`src/verilog/ust_defs.svh`:
```
/*
 Offsets, field positions, reset values and timing counts of the UART
 status and test register block. Included by the prescaler and top modules.
*/
`ifndef UST_DEFS_SVH
`define UST_DEFS_SVH
`define UST_OFS_DATA      3'h0
`define UST_OFS_DIV_HIGH  3'h1
`define UST_OFS_ENH_FEAT  3'h2
`define UST_OFS_LINE_CTL  3'h3
`define UST_OFS_MODEM_CTL 3'h4
`define UST_OFS_LINE_STAT 3'h5
`define UST_OFS_MODEM_STA 3'h6
`define UST_LS_RESET      8'h60
`define UST_MS_RESET      8'h00
`define UST_FT_RESET      8'h00
`define UST_MC_RESET      8'h00
`define UST_LC_RESET      8'h00
`define UST_LC_ENH_ACCESS 8'hBF
`define UST_LC_DIV_BIT    7
`define UST_EF_ENH_BIT    4
`define UST_MC_LOOP_BIT   4
`define UST_MC_PRESC_BIT  7
`define UST_MC_EXT_MASK   8'hE0
`define UST_FT_USED_MASK  8'h1F
`define UST_PRESC_DIV     4
`endif

```
`src/verilog/ust_pkg.sv`:
```
/*
 Types of the UART status and test block. Assumes ust_defs.svh on the
 include path.
*/
package ust_pkg;
  typedef struct packed {
    logic [2:0] address;
    logic       read;
    logic       write;
    logic [7:0] writedata;
  } ust_req_t;
  typedef struct packed {
    logic       cts;
    logic       dsr;
    logic       ri;
    logic       cd;
  } ust_modem_t;
  typedef struct packed {
    logic       rx_valid;
    logic [7:0] rx_data;
    logic       rx_parity_err;
    logic       rx_frame_err;
    logic       rx_break;
  } ust_rx_t;
  typedef enum logic [1:0] {
    UST_IDLE = 2'b01,
    UST_ACK  = 2'b10
  } ust_bus_state_t;
endpackage : ust_pkg

```
`src/verilog/ust_sync.sv`:
```
/*
 Two-flop synchroniser for the modem input pins.
 Assumes pins are asynchronous to clock.
*/
`timescale 1ns/1ps
module ust_sync #(
  parameter int W = 1
) (
  // Clock and reset
  input  wire logic         clock,
  input  wire logic         rst_b,
  // Data
  input  wire logic [W-1:0] d,
  output      logic [W-1:0] q
);
  logic [W-1:0] meta_reg;
  always_ff @(posedge clock)
  begin
    if (!rst_b)
    begin
      meta_reg <= '1;
      q        <= '1;
    end
    else
    begin
      meta_reg <= d;
      q        <= meta_reg;
    end
  end
endmodule : ust_sync

```
`src/verilog/ust_prescaler.sv`:
```
/*
 Baud generator clock enable: every clock or one in DIV clocks.
 Assumes a single clock domain.
*/
`timescale 1ns/1ps
`include "ust_defs.svh"
module ust_prescaler #(
  parameter int DIV = `UST_PRESC_DIV
) (
  // Clock and reset
  input  wire logic clock,
  input  wire logic rst_b,
  // Control
  input  wire logic divide,
  output      logic tick
);
  logic [$clog2(DIV)-1:0] cnt_reg;
  always_ff @(posedge clock)
  begin
    if (!rst_b)
      cnt_reg <= '0;
    else
      cnt_reg <= (cnt_reg == ($clog2(DIV))'(DIV - 1)) ? '0 : cnt_reg + 1'b1;
  end
  assign tick = divide ? (cnt_reg == '0) : 1'b1;
endmodule : ust_prescaler

```
`src/verilog/ust_top.sv`:
```
/*
 Status and test registers of one UART channel: line status, factory test,
 modem status, modem control, line control and enhanced enable, plus the
 baud generator with pre-scaler. Assumes Avalon-MM master on the same
 clock; receive storage, transmitter and shifters sit outside and report
 through the rx and tx status ports.
*/
`timescale 1ns/1ps
`include "ust_defs.svh"
// Operation
// - Modem control bit 7 with enhanced enable selects divide-by-4 baud clock.
// - Line status at offset 5, resets 0x60, hidden under enhanced access value.
// - Bit 0 shows received data waiting; clears once storage empties.
// - Overrun keeps stored data, sets bit 1, cleared by line status read.
// - Bit 2 shows parity error of head byte, cleared on data read.
// - Bit 3 shows framing error of head byte, cleared on data read.
// - Long low input stores one break byte, flags bit 4 until data read.
// - Bit 5 high while transmit storage has a free location.
// - Bit 6 high only when transmit storage and shifter both empty.
// - Bit 7 set while any stored receive byte carries an error.
// - Test bit 0 routes offset 0 to transmit FIFO, no transmission.
// - Test bit 1 routes offset 0 accesses straight to receive FIFO.
// - Test bit 2 makes transmitter send wrong parity.
// - Test bit 3 makes transmitter send stop bit as zero.
// - Test bit 4 makes divisor reads return live baud counter.
// - Modem status at offset 6, resets to 0x00.
// - Delta CTS, DSR, CD latch changes, clear on read, request interrupt.
// - Delta RI latches only falling RI (trailing edge of ring), clears on read.
// - Bits 4 to 7 show inverted CTS, DSR, RI, CD inputs.
// - In loopback bits 4 to 7 mirror RTS, DTR, output one, output two.
// - Enhanced enable gates extended modem control bits.
// - Modem control bit 4 selects internal loopback.
// - Line control bit 7 maps divisor latches on low offsets.
module ust_top (
  // Clock and reset
  input  wire logic                clock,
  input  wire logic                rst_b,
  // Avalon-MM slave
  input  wire logic [2:0]          address,
  input  wire logic                read,
  input  wire logic                write,
  input  wire logic [7:0]          writedata,
  output      logic [7:0]          readdata,
  output      logic                waitrequest,
  // Modem pins, active low; modem interrupt request active high
  input  wire ust_pkg::ust_modem_t modem_in_b,
  output      logic                dtr_b,
  output      logic                rts_b,
  output      logic                modem_irq,
  // Receive storage status and head byte
  input  wire ust_pkg::ust_rx_t    rx_head,
  input  wire logic                rx_full,
  input  wire logic                rx_any_err,
  input  wire logic                rx_byte_arrived,
  output      logic                rx_pop,
  output      logic                rx_test_push,
  // Transmit storage status
  input  wire logic                tx_full,
  input  wire logic                tx_empty,
  input  wire logic                tx_shift_busy,
  input  wire logic [7:0]          tx_test_data,
  output      logic                tx_push,
  output      logic [7:0]          tx_data,
  output      logic                tx_test_pop,
  output      logic                tx_inhibit,
  output      logic                tx_bad_parity,
  output      logic                tx_bad_stop,
  // Baud generator
  output      logic                baud_tick,
  output      logic                loopback
);
  import ust_pkg::*;

  ust_bus_state_t state_reg;
  ust_req_t       req;
  ust_modem_t     modem_s_b;
  logic [7:0]     line_ctl_reg;
  logic [7:0]     enh_feat_reg;
  logic [7:0]     modem_ctl_reg;
  logic [7:0]     factory_test_reg;
  logic [7:0]     div_low_reg;
  logic [7:0]     div_high_reg;
  logic [15:0]    baud_cnt_reg;
  logic [3:0]     delta_reg;
  logic [3:0]     status_now;
  logic [3:0]     status_prev_reg;
  logic           overrun_reg;
  logic           enh_access;
  logic           div_access;
  logic           enh_on;
  logic           presc_tick;
  logic           take;
  logic           rd_line_stat;
  logic           rd_modem_stat;
  logic           rd_data;
  logic [7:0]     line_status;
  logic [7:0]     modem_status;
  logic [7:0]     rdata_next;

  assign req = '{address: address, read: read, write: write, writedata: writedata};

  ust_sync #(.W(4)) u_modem_sync (
    .clock (clock),
    .rst_b (rst_b),
    .d     (modem_in_b),
    .q     (modem_s_b)
  );

  // Bus answers one cycle after the request appears
  always_ff @(posedge clock)
  begin
    if (!rst_b)
      state_reg <= UST_IDLE;
    else
      case (state_reg)
        UST_IDLE: if (req.read || req.write) state_reg <= UST_ACK;
        UST_ACK:  state_reg <= UST_IDLE;
        default:  state_reg <= UST_IDLE;
      endcase
  end
  assign waitrequest = !(state_reg == UST_ACK);
  assign take        = (state_reg == UST_ACK);

  assign enh_access = (line_ctl_reg == `UST_LC_ENH_ACCESS);
  assign div_access = line_ctl_reg[`UST_LC_DIV_BIT] && !enh_access;
  assign enh_on     = enh_feat_reg[`UST_EF_ENH_BIT];
  assign loopback   = modem_ctl_reg[`UST_MC_LOOP_BIT];

  // line status hidden under enhanced access
  assign rd_line_stat  = take && req.read && !enh_access
                         && req.address == `UST_OFS_LINE_STAT;
  assign rd_modem_stat = take && req.read && !enh_access
                         && req.address == `UST_OFS_MODEM_STA;
  assign rd_data       = take && req.read && !div_access && !enh_access
                         && req.address == `UST_OFS_DATA;

  // Register writes
  always_ff @(posedge clock)
  begin
    if (!rst_b)
    begin
      line_ctl_reg     <= `UST_LC_RESET;
      enh_feat_reg     <= 8'h00;
      modem_ctl_reg    <= `UST_MC_RESET;
      factory_test_reg <= `UST_FT_RESET;
      div_low_reg      <= 8'h01;
      div_high_reg     <= 8'h00;
    end
    else if (take && req.write)
    begin
      if (req.address == `UST_OFS_LINE_CTL)
        line_ctl_reg <= req.writedata;
      else if (enh_access && req.address == `UST_OFS_ENH_FEAT)
        enh_feat_reg <= req.writedata;
      else if (enh_access)
        enh_feat_reg <= enh_feat_reg;
      else if (div_access && req.address == `UST_OFS_DATA)
        div_low_reg <= req.writedata;
      else if (div_access && req.address == `UST_OFS_DIV_HIGH)
        div_high_reg <= req.writedata;
      else if (req.address == `UST_OFS_MODEM_CTL)
      begin
        if (enh_on)
          modem_ctl_reg <= req.writedata;
        else
          modem_ctl_reg <= (req.writedata & ~`UST_MC_EXT_MASK)
                           | (modem_ctl_reg & `UST_MC_EXT_MASK);
      end
      else if (req.address == `UST_OFS_LINE_STAT)
        // write at shared offset hits factory test
        // reserved bits dropped if software slips
        factory_test_reg <= req.writedata & `UST_FT_USED_MASK;
    end
  end

  ust_prescaler #(.DIV(`UST_PRESC_DIV)) u_presc (
    .clock  (clock),
    .rst_b  (rst_b),
    .divide (modem_ctl_reg[`UST_MC_PRESC_BIT] && enh_on),
    .tick   (presc_tick)
  );

  // Baud counter reloads from divisor; zero divisor holds
  always_ff @(posedge clock)
  begin
    if (!rst_b)
      baud_cnt_reg <= 16'h0000;
    else if (presc_tick)
      baud_cnt_reg <= (baud_cnt_reg <= 16'h0001) ? {div_high_reg, div_low_reg}
                                                  : baud_cnt_reg - 16'h0001;
  end
  assign baud_tick = presc_tick && baud_cnt_reg == 16'h0001;

  // overrun sticky, set wins over read clear
  always_ff @(posedge clock)
  begin
    if (!rst_b)
      overrun_reg <= 1'b0;
    else if (rx_byte_arrived && rx_full)
      overrun_reg <= 1'b1;
    else if (rd_line_stat)
      overrun_reg <= 1'b0;
  end

  // head byte flags, cleared by pop
  assign line_status = {rx_any_err, tx_empty && !tx_shift_busy, !tx_full,
                        rx_head.rx_valid && rx_head.rx_break,
                        rx_head.rx_valid && rx_head.rx_frame_err,
                        rx_head.rx_valid && rx_head.rx_parity_err,
                        overrun_reg, rx_head.rx_valid};

  assign status_now = loopback ? {modem_ctl_reg[3], modem_ctl_reg[2],
                                  modem_ctl_reg[0], modem_ctl_reg[1]}
                               : {~modem_s_b.cd, ~modem_s_b.ri,
                                  ~modem_s_b.dsr, ~modem_s_b.cts};

  // change latches; RI edge only on trailing edge of ring
  always_ff @(posedge clock)
  begin
    if (!rst_b)
    begin
      status_prev_reg <= 4'h0;
      delta_reg       <= 4'h0;
    end
    else
    begin
      status_prev_reg <= status_now;
      delta_reg[0] <= (status_now[0] ^ status_prev_reg[0]) || (delta_reg[0] && !rd_modem_stat);
      delta_reg[1] <= (status_now[1] ^ status_prev_reg[1]) || (delta_reg[1] && !rd_modem_stat);
      delta_reg[2] <= (!status_now[2] && status_prev_reg[2])
                      || (delta_reg[2] && !rd_modem_stat);
      delta_reg[3] <= (status_now[3] ^ status_prev_reg[3]) || (delta_reg[3] && !rd_modem_stat);
    end
  end
  assign modem_status = {status_now, delta_reg};
  // modem interrupt request, enable held outside
  assign modem_irq    = |delta_reg;

  // Read mux
  always_comb
  begin
    rdata_next = 8'h00;
    if (enh_access && req.address == `UST_OFS_ENH_FEAT)
      rdata_next = enh_feat_reg;
    else if (req.address == `UST_OFS_LINE_CTL)
      rdata_next = line_ctl_reg;
    else if (enh_access)
      rdata_next = 8'h00;
    else if (div_access && req.address == `UST_OFS_DATA)
      rdata_next = factory_test_reg[4] ? baud_cnt_reg[7:0] : div_low_reg;
    else if (div_access && req.address == `UST_OFS_DIV_HIGH)
      rdata_next = factory_test_reg[4] ? baud_cnt_reg[15:8] : div_high_reg;
    else if (req.address == `UST_OFS_DATA)
      rdata_next = factory_test_reg[0] ? tx_test_data : rx_head.rx_data;
    else if (req.address == `UST_OFS_MODEM_CTL)
      rdata_next = modem_ctl_reg;
    else if (req.address == `UST_OFS_LINE_STAT)
      // read at shared offset is line status
      rdata_next = line_status;
    else if (req.address == `UST_OFS_MODEM_STA)
      rdata_next = modem_status;
  end
  assign readdata = rdata_next;

  // Data port strobes
  always_ff @(posedge clock)
  begin
    if (!rst_b)
    begin
      tx_push      <= 1'b0;
      tx_data      <= 8'h00;
      rx_test_push <= 1'b0;
      rx_pop       <= 1'b0;
      tx_test_pop  <= 1'b0;
    end
    else
    begin
      tx_push      <= take && req.write && !div_access && !enh_access
                      && req.address == `UST_OFS_DATA && !factory_test_reg[1];
      rx_test_push <= take && req.write && !div_access && !enh_access
                      && req.address == `UST_OFS_DATA && factory_test_reg[1];
      rx_pop       <= rd_data && !factory_test_reg[0];
      tx_test_pop  <= rd_data && factory_test_reg[0];
      if (take && req.write)
        tx_data <= req.writedata;
    end
  end

  // no shifting in transmit test mode
  assign tx_inhibit    = factory_test_reg[0];
  assign tx_bad_parity = factory_test_reg[2];
  assign tx_bad_stop   = factory_test_reg[3];
  assign dtr_b         = ~modem_ctl_reg[0] | loopback;
  assign rts_b         = ~modem_ctl_reg[1] | loopback;

  a_bus_answer: assert property (@(posedge clock) disable iff (!rst_b)
    (read || write) && waitrequest |=> !waitrequest)
    else $error("bus answer late");
  a_overrun_clear: assert property (@(posedge clock) disable iff (!rst_b)
    rd_line_stat && !(rx_byte_arrived && rx_full) |=> !line_status[1])
    else $error("overrun not cleared");
  a_overrun_set: assert property (@(posedge clock) disable iff (!rst_b)
    rx_byte_arrived && rx_full |=> line_status[1])
    else $error("overrun not set");
  a_delta_read: assert property (@(posedge clock) disable iff (!rst_b)
    rd_modem_stat && status_now == status_prev_reg |=> delta_reg[1:0] == 2'b00)
    else $error("delta not cleared");
  a_ri_rise: assert property (@(posedge clock) disable iff (!rst_b)
    $rose(status_prev_reg[2]) |=> !delta_reg[2] || $past(delta_reg[2]))
    else $error("ri wrong edge");
  a_loop_mirror: assert property (@(posedge clock) disable iff (!rst_b)
    loopback |-> modem_status[4] == modem_ctl_reg[1])
    else $error("loopback cts mirror");
  a_ext_gate: assert property (@(posedge clock) disable iff (!rst_b)
    !enh_on |=> $stable(modem_ctl_reg[7]))
    else $error("extended bit changed");
  a_temt_tx: assert property (@(posedge clock) disable iff (!rst_b)
    tx_shift_busy |-> !line_status[6])
    else $error("transmit empty wrong");
  a_test_push: assert property (@(posedge clock) disable iff (!rst_b)
    rx_test_push |-> !tx_push)
    else $error("test push collides");
  c_line_read: cover property (@(posedge clock) rd_line_stat);
  c_modem_delta: cover property (@(posedge clock) |delta_reg);
  c_loopback: cover property (@(posedge clock) loopback && rd_modem_stat);
endmodule : ust_top

```
`config.mk`:
```
export PLATFORM = sky130hd
export DESIGN_NAME = ust_top
export DESIGN_NICKNAME = d
export VERILOG_FILES = /design/src/verilog/ust_pkg.sv /design/src/verilog/ust_sync.sv /design/src/verilog/ust_prescaler.sv /design/src/verilog/ust_top.sv
export VERILOG_INCLUDE_DIRS = /design/src /design/src/verilog
export SDC_FILE = /design/constraint.sdc
export NUM_CORES = 1
export LEC_CHECK = 0
export BUFFER_PORTS_ARGS = -buffer_cell sky130_fd_sc_hd__buf_2
export CAP_MARGIN = 10
export CORE_MARGIN = 4
export CORE_UTILIZATION = 61
export CTS_CLUSTER_SIZE = 14
export DETAILED_ROUTE_END_ITERATION = 7
export PLACE_DENSITY = 0.95
export SYNTH_ARGS = -nofsm -noshare
export SYNTH_HDL_FRONTEND = slang
export SYNTH_SLANG_ARGS = --single-unit
```
`constraint.sdc`:
```
create_clock -name clock -period 3.15 [get_ports clock]
set_input_delay 0.315 -clock clock [delete_from_list [all_inputs] [get_ports clock]]
set_output_delay 0.315 -clock clock [all_outputs]
set_load 0.02 [all_outputs]
```
==> results.yml <==
sta:
  relSlewSlack_pct: 32.17
  max_clock_freq_mhz: 358.4
  period_needed_ns: 2.790
  post-route-period-util_pct: 88.58
  setup-violations-final: 0
  fin_ws_ns: 0.3597
  hold_viol_final: 0
  final.setup.tns_ns: 0
  fin_skew_ns: 0.01083
  rsz0062_at_grt: "false"
  tightest_slew_ns: 1.014
  slew_violations: 0
route:
  wirelength_um: 14160
  drc: 0
  via_count: 4618
  wire_per_inst_um: 19.61
  dr.pass1.iters: 5
  drtIter0Drc: 444
  vias_per_cell: 6.396
  ant_nets: 0
cells_and_area:
  syn_to_final_growth_pct: 11.71
  largest_reg_flops: 16
  finalNetCount: 664
  register_area_mm2: 0.001882
  n_antenna_cell: 0
  final_util_pct: 69.58
  final_cell_mix: "94 x dfxtp_1, 73 x buf_2, 69 x nand2_1, 50 x nor2_1, 43 x a21oi_1"
  stdcell_area_mm2: 0.005349
  drive_above_1_share_pct: 20.97
  fillCellCount: 622
  multi_input_area_mm2: 0.002700
  final_common_cell: "dfxtp_1"
placement:
  routabilityCongestion: 0.9907
  placed_cell_area_mm2: 0.005169
  dp_slack_ns: 0.7137
  hpwl_um: 10330
  port_buffers: 73
power_and_ir_drop:
  max-vdd-ir-drop_mv: 0.3867
  power_uw: 3004
  power_density_mw_per_mm2: 561.5
  leakage_uw: 0.002159
floorplanning:
  num_rows: 32
  die_w_um: 96.60
  die_area_mm2: 0.009332
  fp.coreArea_mm2: 0.007687
  dieHeight_um: 96.60
  start_util_pct: 62.29
  io_pins: 74
clock_tree:
  clk_pin_slew_ns: 0.10
  cts_setup_buffers: 0
  cts_tree: "yes"
  cts_inserted_buffers: 9
  clockBufferDepth: 2
  holdBufCountCts: 0
  clock-sinks: 94
  clk-insertion-delay-late_ns: 0.37
  htree_levels: 3
  cts-resized-gates: 0
  root_buffer: "clkbuf_8"
logic_synthesis:
  synth_area_per_cell_um2: 8.566
  synth-edff-count: 0
  synth_cell_types: 75
  postSynthRegisterBits: 94
  synth_top_flop_cell: "dfxtp_1"
  synthArstFlopShare_pct: 0
  netlist_instances: 559
  yosysWarnings: 0
  ys_seq_area_share_pct: 39.30
  synth_area_mm2: 0.004788
  synth_nets: 608
critical_path:
  critPathLaunchType: "flip-flop"
  end_kind: "output port"
  path_class: "flip-flop to output port"
  slowest_stage: "dfxtp_1"
  crit_buf_inv: 1
  slowest_delay_ns: 0.49
  path_delay_family: "compound AO/OA/AOI/OAI gates"
  cp.required_ns: 2.83
  worstPathArrival_ns: 2.48
  path_max_fanout: 18
  crit_chain: "nand4_1, o2111a_1, a221oi_1, a21oi_1, a221o_1, buf_2"
global_route:
  grt_pass1_vias: 4487
  grt_pass1_wl_um: 22880
  grt_max_degree: 37
  grtUsageTotal_pct: 29.97
  grt_antenna_before_repair: 0
  grt.overflow.total: 0
job:
  maxCapViolations: 0
min_path:
  hold_path.class: "primary input to flip-flop"
status:
  status: "completed"
[Yosys cell counts, drive strengths merged, types with 5 or more instances]
library cell,number,share of area (%)
nor3,18,2.2
dfxtp,94,39
a31oi,8,1.0
nand3,12,1.3
mux2i,40,8.4
a41oi,5,0.91
nor2,54,4.9
mux2,16,3.8
nor2b,7,0.91
inv,11,0.86
nand4,7,1.0
nand2b,14,1.8
o21ai,31,3.3
a21oi,44,4.8
and3,9,1.2
clkbuf,22,1.8
nor4,5,0.91
a22oi,6,0.94
buf,13,1.6
and2,5,0.65
nand2,70,5.5
[cell type report]
| class | instances | area share (%) |
|---|---|---|
| inverter | 11 | 0.7719 |
| timing repair buffer | 80 | 7.813 |
| multi-input combinational | 419 | 50.48 |
| clock buffer | 9 | 2.316 |
| tap | 102 | 2.386 |
| sequential | 94 | 35.18 |
| clock inverter | 7 | 1.053 |
[kinds of logic after synthesis]
logic type,count (synthesis),synth area share [%]
simple gates,231,25.79
compound gates,125,16.88
flops,94,39.30
mux,56,12.12
buf+inv,46,4.311
fa+ha+maj,4,1.045
xor+xnor,3,0.5488
[final timing paths]
| kind | start | end | slack (ns) | cells after the start |
|---|---|---|---|---|
| worst max-delay path | line_ctl_reg[7] | readdata[6] | 0.36 | 6 |
| worst min register to register | u_modem_sync.meta_reg[1] | u_modem_sync.q[1] | 0.42 | 1 |
| worst min-delay path | modem_in_b[3] | u_modem_sync.meta_reg[3] | 0.12 | 2 |
| worst max register to register | baud_cnt_reg[8] | baud_cnt_reg[6] | 0.98 | 5 |
[per-layer routing]
layer  share of wire (%)  GRT usage [%]  vias to the layer above
li1                    -              -                     2137
met1                  39          38.60                     2157
met4                 3.9          13.61                        0
met3                 8.9          4.254                       47
met5                   0              0                        -
met2                  48          49.73                      277
[metrics by stage]
stage,cells,hold WS [ns]
after floorplan,559,0.3863
after global placement,706,0.3893
after detailed placement,706,0.3961
after CTS,722,0.1207
after global routing,722,0.1336
final,722,0.1193
[power breakdown]
group          total [µW]  switching [µW]  internal (µW)
clock network         767             470            297
logic                 844             505            338
registers            1390             117           1280
total                3000            1090           1910
Note: power is estimated with default switching activity, not from simulation.
